## src/csreg_pkg.sv

```systemverilog
// Purpose: shared constants and types of the core register set
// Assumes: 8-bit data space, 12-bit program space
// Notes: vector addresses are the low byte of each two-byte vector slot
package csreg_pkg;
	localparam int DATA_W = 8;
	localparam int PC_W = 12;
	localparam logic [7:0] ADDR_PTR_ONE = 8'h80;
	localparam logic [7:0] ADDR_PTR_TWO = 8'h81;
	localparam logic [7:0] ADDR_SD_ONE = 8'h82;
	localparam logic [7:0] ADDR_SD_TWO = 8'h83;
	localparam logic [7:0] ADDR_WORK = 8'hff;
	localparam logic [11:0] RESET_VEC = 12'h0ffe;
	localparam logic [11:0] NMI_VEC = 12'h0ffc;
	localparam logic [11:0] INT_VEC_BASE = 12'h0ff0;
	localparam logic [7:0] RESET_DATA = 8'h00;
	localparam int STACK_DEPTH = 6;

	typedef enum logic [1:0] {
		CSREG_CTX_NORMAL = 2'b00,
		CSREG_CTX_INT = 2'b01,
		CSREG_CTX_NMI = 2'b10
	} csreg_ctx_t;

	typedef enum logic [3:0] {
		CSREG_PC_HOLD = 4'h0,
		CSREG_PC_INC = 4'h1,
		CSREG_PC_JUMP = 4'h2,
		CSREG_PC_CALL = 4'h3,
		CSREG_PC_BRANCH = 4'h4,
		CSREG_PC_INT = 4'h5,
		CSREG_PC_NMI = 4'h6,
		CSREG_PC_RET = 4'h7,
		CSREG_PC_RETURN_FROM_INTERRUPT_OP = 4'h8
	} csreg_pc_op_t;
endpackage

```

## src/csreg_core.sv

```systemverilog
// Purpose: programmer-visible register set of an 8-bit core
// Assumes: sequencer on the same clock drives all requests
// Notes: data-space reads answer one cycle after the strobe
`timescale 1ns/1ps
`default_nettype none
module csreg_core #(
	parameter int PAGE_W = 2
) (
	// clock and reset
	input wire logic clk_i,
	input wire logic sys_rst_i,
	// data-space register bus
	input wire logic [7:0] dbus_addr_i,
	input wire logic dbus_short_i,
	input wire logic [1:0] dbus_short_sel_i,
	input wire logic dbus_rd_i,
	input wire logic dbus_wr_i,
	input wire logic [7:0] dbus_wdata_i,
	output logic [7:0] dbus_rdata_o,
	output logic dbus_hit_o,
	// alu result and flags
	input wire logic alu_wr_i,
	input wire logic [7:0] alu_result_i,
	input wire logic flag_we_i,
	input wire logic carry_i,
	input wire logic zero_i,
	output logic carry_o,
	output logic zero_o,
	// program counter control
	input wire logic [3:0] pc_op_i,
	input wire logic [11:0] pc_target_i,
	input wire logic [7:0] branch_off_i,
	input wire logic [1:0] int_sel_i,
	// program page
	input wire logic page_wr_i,
	input wire logic [PAGE_W-1:0] page_i,
	// register views
	output logic [7:0] work_o,
	output logic [7:0] ptr_one_o,
	output logic [7:0] ptr_two_o,
	output logic [7:0] sd_one_o,
	output logic [7:0] sd_two_o,
	output logic [11:0] pc_o,
	output logic [PAGE_W+11:0] prog_addr_o,
	output logic [1:0] ctx_o
);
	typedef struct packed {
		logic [7:0] work;
		logic [7:0] ptr_one;
		logic [7:0] ptr_two;
		logic [7:0] sd_one;
		logic [7:0] sd_two;
		logic [11:0] pc;
		logic [PAGE_W-1:0] page;
		logic [2:0] carry;
		logic [2:0] zero;
		csreg_pkg::csreg_ctx_t ctx;
		csreg_pkg::csreg_ctx_t prior;
		logic [7:0] rdata;
		logic hit;
		logic cur_c;
		logic cur_z;
	} csreg_core_t;

	csreg_core_t st_r;
	csreg_core_t st_nxt;
	logic stk_push;
	logic stk_pop;
	logic [11:0] stk_top;
	logic stk_empty;
	logic [11:0] pc_plus1;
	logic [7:0] eff_addr;

	initial begin
		if (PAGE_W < 1 || PAGE_W > 8)
			$error("page width out of range");
		if (csreg_pkg::PC_W != 12)
			$error("counter width must stay twelve");
		if (csreg_pkg::DATA_W != 8)
			$error("data width must stay eight");
		if (csreg_pkg::STACK_DEPTH < 2)
			$error("return stack too shallow");
	end

	function automatic logic [7:0] short_addr(input logic [1:0] sel);
		logic [7:0] a;
		a = csreg_pkg::ADDR_PTR_ONE;
		if (sel == 2'd1)
			a = csreg_pkg::ADDR_PTR_TWO;
		else if (sel == 2'd2)
			a = csreg_pkg::ADDR_SD_ONE;
		else if (sel == 2'd3)
			a = csreg_pkg::ADDR_SD_TWO;
		return a;
	endfunction

	function automatic logic [11:0] pc_add(input logic [11:0] pc,
		input logic [7:0] off);
		logic [11:0] ext;
		ext = {{4{off[7]}}, off};
		return pc + ext;
	endfunction

	function automatic logic [11:0] int_vec(input logic [1:0] sel);
		return csreg_pkg::INT_VEC_BASE + {9'h000, sel, 1'b0};
	endfunction

	function automatic logic [1:0] ctx_idx(input csreg_pkg::csreg_ctx_t c);
		return 2'(c);
	endfunction

	assign eff_addr = dbus_short_i ? short_addr(dbus_short_sel_i)
		: dbus_addr_i;
	assign pc_plus1 = st_r.pc + 12'h001;

	assign stk_push = (pc_op_i == 4'(csreg_pkg::CSREG_PC_CALL))
		|| (pc_op_i == 4'(csreg_pkg::CSREG_PC_INT))
		|| (pc_op_i == 4'(csreg_pkg::CSREG_PC_NMI));
	assign stk_pop = (pc_op_i == 4'(csreg_pkg::CSREG_PC_RET))
		|| (pc_op_i == 4'(csreg_pkg::CSREG_PC_RETURN_FROM_INTERRUPT_OP));

	always_comb begin
		st_nxt = st_r;
		st_nxt.hit = 1'b0;
		st_nxt.rdata = csreg_pkg::RESET_DATA;
		if (dbus_rd_i || dbus_wr_i) begin
			if (eff_addr == csreg_pkg::ADDR_PTR_ONE) begin
				st_nxt.hit = 1'b1;
				st_nxt.rdata = st_r.ptr_one;
			end else if (eff_addr == csreg_pkg::ADDR_PTR_TWO) begin
				st_nxt.hit = 1'b1;
				st_nxt.rdata = st_r.ptr_two;
			end else if (eff_addr == csreg_pkg::ADDR_SD_ONE) begin
				st_nxt.hit = 1'b1;
				st_nxt.rdata = st_r.sd_one;
			end else if (eff_addr == csreg_pkg::ADDR_SD_TWO) begin
				st_nxt.hit = 1'b1;
				st_nxt.rdata = st_r.sd_two;
			end else if (eff_addr == csreg_pkg::ADDR_WORK) begin
				st_nxt.hit = 1'b1;
				st_nxt.rdata = st_r.work;
			end
			if (!dbus_rd_i)
				st_nxt.rdata = csreg_pkg::RESET_DATA;
		end
		if (dbus_wr_i) begin
			if (eff_addr == csreg_pkg::ADDR_PTR_ONE)
				st_nxt.ptr_one = dbus_wdata_i;
			else if (eff_addr == csreg_pkg::ADDR_PTR_TWO)
				st_nxt.ptr_two = dbus_wdata_i;
			else if (eff_addr == csreg_pkg::ADDR_SD_ONE)
				st_nxt.sd_one = dbus_wdata_i;
			else if (eff_addr == csreg_pkg::ADDR_SD_TWO)
				st_nxt.sd_two = dbus_wdata_i;
			else if (eff_addr == csreg_pkg::ADDR_WORK)
				st_nxt.work = dbus_wdata_i;
		end
		if (alu_wr_i)
			st_nxt.work = alu_result_i;
		if (page_wr_i)
			st_nxt.page = page_i;

		if (flag_we_i) begin
			st_nxt.carry[ctx_idx(st_r.ctx)] = carry_i;
			st_nxt.zero[ctx_idx(st_r.ctx)] = zero_i;
		end

		case (pc_op_i)
			4'(csreg_pkg::CSREG_PC_INC): begin
				st_nxt.pc = pc_plus1;
			end
			4'(csreg_pkg::CSREG_PC_JUMP),
			4'(csreg_pkg::CSREG_PC_CALL): begin
				st_nxt.pc = pc_target_i;
			end
			4'(csreg_pkg::CSREG_PC_BRANCH): begin
				st_nxt.pc = pc_add(st_r.pc, branch_off_i);
			end
			4'(csreg_pkg::CSREG_PC_INT): begin
				st_nxt.pc = int_vec(int_sel_i);
				st_nxt.prior = st_r.ctx;
				st_nxt.ctx = csreg_pkg::CSREG_CTX_INT;
			end
			4'(csreg_pkg::CSREG_PC_NMI): begin
				st_nxt.pc = csreg_pkg::NMI_VEC;
				st_nxt.prior = st_r.ctx;
				st_nxt.ctx = csreg_pkg::CSREG_CTX_NMI;
			end
			4'(csreg_pkg::CSREG_PC_RET),
			4'(csreg_pkg::CSREG_PC_RETURN_FROM_INTERRUPT_OP): begin
				st_nxt.pc = stk_empty ? pc_plus1 : stk_top;
				if (pc_op_i == 4'(csreg_pkg::CSREG_PC_RETURN_FROM_INTERRUPT_OP)) begin
					st_nxt.ctx = st_r.prior;
					st_nxt.prior = csreg_pkg::CSREG_CTX_NORMAL;
				end
			end
			default: begin
				st_nxt.pc = st_r.pc;
			end
		endcase

		st_nxt.cur_c = st_nxt.carry[ctx_idx(st_nxt.ctx)];
		st_nxt.cur_z = st_nxt.zero[ctx_idx(st_nxt.ctx)];
	end

	always_ff @(posedge clk_i) begin
		if (sys_rst_i) begin
			st_r.work <= csreg_pkg::RESET_DATA;
			st_r.ptr_one <= csreg_pkg::RESET_DATA;
			st_r.ptr_two <= csreg_pkg::RESET_DATA;
			st_r.sd_one <= csreg_pkg::RESET_DATA;
			st_r.sd_two <= csreg_pkg::RESET_DATA;
			st_r.pc <= csreg_pkg::RESET_VEC;
			st_r.page <= '0;
			st_r.carry <= '0;
			st_r.zero <= '0;
			st_r.ctx <= csreg_pkg::CSREG_CTX_NMI;
			st_r.prior <= csreg_pkg::CSREG_CTX_NORMAL;
			st_r.rdata <= csreg_pkg::RESET_DATA;
			st_r.hit <= 1'b0;
			st_r.cur_c <= 1'b0;
			st_r.cur_z <= 1'b0;
		end else begin
			st_r <= st_nxt;
		end
	end

	csreg_stack #(
		.DEPTH(csreg_pkg::STACK_DEPTH),
		.WIDTH(csreg_pkg::PC_W)
	) csreg_stack_i (
		.clk_i(clk_i),
		.sys_rst_i(sys_rst_i),
		.push_i(stk_push),
		.pop_i(stk_pop),
		.push_data_i(st_r.pc),
		.top_o(stk_top),
		.empty_o(stk_empty)
	);

	assign dbus_rdata_o = st_r.rdata;
	assign dbus_hit_o = st_r.hit;
	assign carry_o = st_r.cur_c;
	assign zero_o = st_r.cur_z;
	assign work_o = st_r.work;
	assign ptr_one_o = st_r.ptr_one;
	assign ptr_two_o = st_r.ptr_two;
	assign sd_one_o = st_r.sd_one;
	assign sd_two_o = st_r.sd_two;
	assign pc_o = st_r.pc;
	assign prog_addr_o = {st_r.page, st_r.pc};
	assign ctx_o = 2'(st_r.ctx);
endmodule
`default_nettype wire

```

## src/csreg_stack.sv

```systemverilog
// Purpose: six-level return stack outside data space
// Assumes: push and pop never in the same cycle
// Notes: overflow drops the oldest entry, empty pop changes nothing
`timescale 1ns/1ps
`default_nettype none
module csreg_stack #(
	parameter int DEPTH = csreg_pkg::STACK_DEPTH,
	parameter int WIDTH = csreg_pkg::PC_W
) (
	// clock and reset
	input wire logic clk_i,
	input wire logic sys_rst_i,
	// stack operations
	input wire logic push_i,
	input wire logic pop_i,
	input wire logic [WIDTH-1:0] push_data_i,
	// stack state
	output logic [WIDTH-1:0] top_o,
	output logic empty_o
);
	localparam int CNT_W = $clog2(DEPTH + 1);
	typedef struct packed {
		logic [DEPTH-1:0][WIDTH-1:0] lvl;
		logic [CNT_W-1:0] cnt;
		logic empty;
	} csreg_stk_t;

	csreg_stk_t st_r;
	csreg_stk_t st_nxt;

	initial begin
		if (DEPTH < 2)
			$error("stack depth below two");
	end

	always_comb begin
		st_nxt = st_r;
		if (push_i) begin
			for (int i = DEPTH - 1; i > 0; i--) begin
				st_nxt.lvl[i] = st_r.lvl[i-1];
			end
			st_nxt.lvl[0] = push_data_i;
			if (st_r.cnt != CNT_W'(DEPTH))
				st_nxt.cnt = st_r.cnt + CNT_W'(1);
		end else if (pop_i && !st_r.empty) begin
			for (int i = 0; i < DEPTH - 1; i++) begin
				st_nxt.lvl[i] = st_r.lvl[i+1];
			end
			st_nxt.cnt = st_r.cnt - CNT_W'(1);
		end
		st_nxt.empty = (st_nxt.cnt == '0);
	end

	always_ff @(posedge clk_i) begin
		if (sys_rst_i) begin
			st_r <= '{lvl: '0, cnt: '0, empty: 1'b1};
		end else begin
			st_r <= st_nxt;
		end
	end

	assign top_o = st_r.lvl[0];
	assign empty_o = st_r.empty;
endmodule
`default_nettype wire

```

## config.mk

```make
export PLATFORM = sky130hd
export DESIGN_NAME = csreg_core
export DESIGN_NICKNAME = d
export VERILOG_FILES = /design/src/csreg_pkg.sv /design/src/csreg_core.sv /design/src/csreg_stack.sv
export SDC_FILE = /design/constraint.sdc
export NUM_CORES = 1
export LEC_CHECK = 0
export BUFFER_PORTS_ARGS = -buffer_cell sky130_fd_sc_hd__buf_2
export CAP_MARGIN = 20
export CORE_MARGIN = 8
export CORE_UTILIZATION = 52
export DETAILED_ROUTE_END_ITERATION = 8
export PLACE_DENSITY = 0.8
export SETUP_SLACK_MARGIN = 0.4
export SYNTH_ARGS = -nofsm -noshare
export SYNTH_HDL_FRONTEND = slang
export SYNTH_HIERARCHICAL = 1
export SYNTH_SLANG_ARGS = --single-unit
```

## constraint.sdc

```tcl
create_clock -name clk_i -period 2.3 [get_ports clk_i]
set_input_delay 0.115 -clock clk_i [delete_from_list [all_inputs] [get_ports clk_i]]
set_output_delay 0.115 -clock clk_i [all_outputs]
set_load 0.05 [all_outputs]
```

; Word-level counts from Yosys, hierarchy flattened
; Index checks and enable logic that the tools add are counted.
[op_classes]
add_sub_neg = 5
order_cmp = 3
n_eq_ne = 22
mux = 39
bitwise_logic = 5
n_reduce_logical = 23
[op_table]
columns = operator, n
row1 = $mux 63, 2
row2 = $mux 8, 12
row3 = $pmux 12 s6, 1
row4 = $mux 9, 5
row5 = $eq 8x8->1 const B, 5
row6 = $mux 40, 1
row7 = $mux 24, 1
row8 = $eq 4x3->1 const B, 4
row9 = $mux 16, 1
row10 = $add 12x1->12 const B, 1
row11 = $add 12x12->12, 1
row12 = $mux 12, 1
row13 = $pmux 4 s3, 1
row14 = $ne 2x2->1 const B, 5
row15 = $eq 4x2->1 const B, 2
row16 = $add 5x4->6 const A, 1
row17 = $bwmux 3, 2
row18 = $lt 2x3->1 const B, 2
row19 = $mux 2, 3
row20 = $mux 6, 1
row21 = $reduce_and 6->1, 1
row22 = $reduce_bool 2->1, 3
row23 = $reduce_bool 6->1, 1
row24 = $reduce_or 2->1, 3
row25 = other kinds (24), 37
[word_totals]
ff_bits = 151

; Longest topological paths before layout
[logic_depth]
depth_word = 13
depth_mapped = 10
ltp_nobuf = 8

; Cells and area by module
; The synthesis kept the hierarchy.
[by_module_without_submodules]
columns = mod, n_inst, cells_each, area_per_inst_um2
row1 = csreg_core, 1, 632, 5084.9
row2 = csreg_stack, 1, 339, 3601.0

; Worst setup path before layout
; OpenSTA, ideal clock, no wires.
[synth_path]
path_kind = register to register
start = register st_r, in the netlist pc_o[0]
end = register st_r, in the netlist pc_o[8]
setup_time_ns = 0.128
arrival_time_ns = 2.064
t_required_ns = 2.172
slack_ns = 0.108
path_stages_with_launch = 9
period_less_slack_ns = 2.192
cell_sequence = dfxtp_1 ha_1 fa_1 a21o_1 a2111o_1 a21oi_1 o21ba_2 xor2_1 o211ai_1
[synth_between]
elab_chain_len = 3
word_cells_on_any_way = 4
classes_between = add/sub: 2 / mux: 2
[synth_lines]
columns = element, line_no
row1 = from (decl), csreg_core.sv:65  ; csreg_core_t st_r;
row2 = from (signal assigned), csreg_core.sv:224  ; st_r <= st_nxt;
row3 = $add 12x1->12, csreg_core.sv:114  ; assign pc_plus1 = st_r.pc + 12'h001;
row4 = $mux 12, csreg_core.sv:191  ; st_nxt.pc = stk_empty ? pc_plus1 : stk_top;
row5 = $pmux 12 s6 (*), csreg_core.sv:168  ; case (pc_op_i)
; Every way passes the cells marked *; elsewhere a longest branch is shown, timed or not.
; A chain may end at the register's enable or synchronous reset.

; Final worst setup path
[layout_path]
start = register st_r, in the netlist pc_o[0]
end = register st_r, in the netlist pc_o[6]
; The elaborated chain is that of the path after synthesis.

==> impl_metrics.py <==
metrics = {
    "clock_tree": {
        "clk_pin_slew_worst_paths_ps": 60,
        "cts_tree": "built",
        "cts_buffers": 17,
        "cts_sinks": 151,
        "worstSkewPairLatency_ps": 420,
        "cts_max_path_buffers": 2,
        "htree_levels": 4,
        "cts-root-buf": "clkbuf_16",
    },
    "logic_synthesis": {
        "synth.largest_area_cell": "dfxtp_1",
        "synthDominantCellAreaShare": 0.348,
        "synthFlopType": "dfxtp_1",
        "synthDistinctLibCells": 71,
        "yosys-top-cells-area": "dfxtp_1 35%, mux2i_1 14%, buf_4 8.4%",
        "synth_seq_cells": 151,
        "synth_edf_count": 0,
        "syn-instance-count": 971,
        "netlist_area_mm2": 0.00869,
        "ys_seq_area_frac": 0.348,
        "async_reset_ff_frac": 0,
        "syn_avg_cell_area_um2": 8.95,
        "syn_nets": 1051,
        "yosysWarnings": 6,
    },
    "grt": {
        "grtUsageTotal": 0.198,
        "antenna_found_initial": 0,
        "gr-total-overflow": 0,
        "grt_max_degree": 40,
        "grt_pass1_vias": 7177,
        "grt_pass1_wl_um": 35000,
    },
    "timing": {
        "setup_viol": 0,
        "max_freq_mhz": 466,
        "slew_viol_final": 0,
        "min_period_ps": 2140,
        "setup_tns_ps": 0,
        "worst_pin_slew_ps": 636,
        "slew_headroom": 0.575,
        "period_share": 0.932,
        "finalHoldViolCount": 0,
        "fin_worst_skew_ps": 7.63,
        "rsz0062_at_grt": "true",
        "setup_ws_ps": 156,
    },
    "pwr": {
        "power.switching_uw": 2160,
        "power_frac_comb": 0.210,
        "pwr-share-clk": 0.407,
        "powerDensity_mw_per_mm2": 735,
        "p_total_uw": 7320,
        "ir_worst_vdd_mv": 0.568,
        "sw_frac_of_total": 0.295,
        "power.internal_uw": 5160,
        "seqPwrFrac": 0.384,
        "leakage_uw": 0.00435,
    },
    "layout": {
        "diodes": 0,
        "area_growth_pct": 14.8,
        "nets": 1122,
        "drive_above_1_share": 0.302,
        "fillers": 1372,
    },
    "drt": {
        "postRouteAntennaNets": 0,
        "drt_iter0_drc": 526,
        "vias_per_cell": 5.71,
        "drcViolationCount": 0,
        "wire_per_inst_um": 17.2,
        "vias": 7271,
        "wirelength_um": 21900,
        "drtPass1Iterations": 5,
    },
    "worst_setup_path": {
        "path_cells": "ha_4, fa_2, a21o_1, a2111o_1, buf_4, xor2_1, a221oi_2, o21ai_1",
        "r2r-start": "pc_o[0]",
        "r2r_cells": 8,
        "crit_type": "register to register",
        "critical_path.max_fanout": 2,
        "end_kind": "register",
        "cpPeakStageDelay_ps": 420,
        "arrival_ps": 2440,
        "required_ps": 2600,
        "slowest_stage": "a2111o_1",
        "r2r-end": "pc_o[6]",
        "startpoint_type": "register",
        "ff2ff_setup_slack_ps": 160,
    },
    "flow_run": {
        "max_cap_violations": 0,
    },
    "placement": {
        "dp_hpwl_um": 15200,
        "gp_congestion": 0.894,
        "pre_cts_ws_ps": 117,
        "portBuffers": 142,
    },
    "floorplan": {
        "fp.dieH_um": 145,
        "dieArea_mm2": 0.0211,
        "start_util": 0.528,
        "die_w_um": 145,
        "ios": 143,
        "core_area_mm2": 0.0165,
        "num_rows": 47,
    },
    "hold_path": {
        "hold_depth": 3,
        "hold_start": "dbus_wdata_i[4]",
        "hold_class": "input pin to register",
        "worstHoldEndpoint": "ptr_one_o[4]",
    },
    "run_status": {
        "outcome": "completed",
    },
}
[placed cells by master (no fill, tap or decap), types with 4 or more instances in the layout]
| cell type | n |
|---|---|
| nor2_1 | 175 |
| dfxtp_1 | 148 |
| buf_2 | 141 |
| mux2i_1 | 118 |
| mux2_2 | 60 |
| a21oi_1 | 49 |
| o21ai_0 | 36 |
| buf_4 | 36 |
| nand2_1 | 34 |
| clkbuf_16 | 17 |
| a211oi_1 | 13 |
| inv_1 | 12 |
| nand3_1 | 12 |
| xor2_1 | 11 |
| a221oi_1 | 10 |
| xnor2_1 | 9 |
| ha_1 | 9 |
| dlygate4sd3_1 | 8 |
| a31oi_1 | 6 |
| a21o_1 | 5 |
| nand4_1 | 5 |
| and2_1 | 5 |
| nand2b_1 | 4 |
| o211ai_1 | 4 |
| a22o_1 | 4 |
| nor2b_1 | 4 |
| a32oi_1 | 4 |
| nand3b_1 | 4 |
| nor3_1 | 4 |
| o22ai_1 | 4 |
| ha_4 | 4 |
| bufinv_16 | 4 |
| buf_12 | 4 |
[through the flow]
step | instances | instance area (µm²) | hold slack, ps | utilization
2_1_floorplan | 971 | 8710 | 259 | -
3_3_place_gp | 1229 | 9080 | 349 | 0.551
3_5_place_dp | 1229 | 9080 | 374 | 0.551
4_1_cts | 1270 | 9830 | 0.419 | 0.597
5_1_grt | 1274 | 9970 | 20.1 | 0.605
6_report | 1274 | 9970 | 14.8 | 0.605
[metal layers]
metal	track usage	wire (µm)
met1	0.230	9130
met2	0.329	10500
met3	0.0575	1670
met4	0.0963	570
met5	0	0
[registers in the layout, summed over array words and instances (netlist names)]
signal and flops:
zero_o 1, ptr_one_o 8, dbus_hit_o 1, csreg_stack_i/st_r 63, ctx_o 2, carry_o 1
ptr_two_o 8, work_o 8, prog_addr_o 2, sd_two_o 8, csreg_stack_i/top_o 12, csreg_stack_i/empty_o 1
dbus_rdata_o 8, st_r 8, sd_one_o 8, pc_o 12
[logic make-up after synthesis]
family | synth area share
muxes | 0.215
DFF | 0.348
AOI/OAI and AO/OA | 0.130
xor gates and xnor gates | 0.0212
buffers and inverters | 0.115
and+or+nand+nor | 0.146
adders and majority gates | 0.0239
[cell type report]
cell class              count  area [µm²]  area share
multi-input cells         667        4820       0.484
flip-flops and latches    151        3030       0.304
repair buffers            191        1160       0.116
clock buffers              21         460      0.0462
well taps                 220         275      0.0276
clock inverters            10         168      0.0168
inverters                  14        52.6     0.00527
[timing repair]
action,CTS,global route
resized for setup,7,22
pin swaps,6,14
setup buffers,2,4
hold endpoints to repair,8,0
hold buffers,8,0
setup endpoints to repair,7,10
[synth_stat cells (3+ instances only)]
master and instances:
nor2_1 176, dfxtp_1 151, mux2i_1 118, buf_4 97, mux2_2 60, a21oi_1 50
o21ai_0 40, nand2_1 34, clkbuf_1 22, ha_1 15, a211oi_1 14, a221oi_1 13
buf_2 12, inv_1 12, nand3_1 12, xor2_1 11, xnor2_1 10, a31oi_1 6
and2_1 6, a21o_1 5, buf_6 5, nand2b_1 5, nand4_1 5, nor3_1 5
a22o_1 4, a32oi_1 4, nand3b_1 4, nor2b_1 4, o211ai_1 4, o22ai_1 4
a2111oi_0 3, and4_1 3, nor3b_1 3
[critical path, delay by kind of cell, from the launching register on]
kind,cells,cell delay [ps]
AO/OA/AOI/OAI,4,910
XOR/XNOR,1,140
adder cells (fa/ha/maj),2,490
buffers and inverters,1,160
flip-flops,1,330
[power groups by stage]
| stage | logic, µW | clock network, µW | registers (µW) |
|---|---|---|---|
| after CTS | 1440 | 3010 | 2800 |
| after detailed placement | 1400 | 0 | 2860 |
| after floorplan | 1130 | 0 | 2860 |
| final | 1540 | 2980 | 2810 |
| after global placement | 1390 | 0 | 2860 |
| after global routing | 1640 | 3140 | 2820 |
[worst max-delay path by stage]
stage,start,end,slack [ps],cells after the start
floorplan,pc_o[0],pc_o[8],220,8
global placement,pc_o[0],pc_o[8],190,8
detailed placement,pc_o[0],pc_o[8],120,8
CTS,pc_o[0],pc_o[8],160,8
global route,pc_o[0],pc_o[8],80,8
finish,pc_o[0],pc_o[6],160,8
Power figures use the tool's default switching activity.
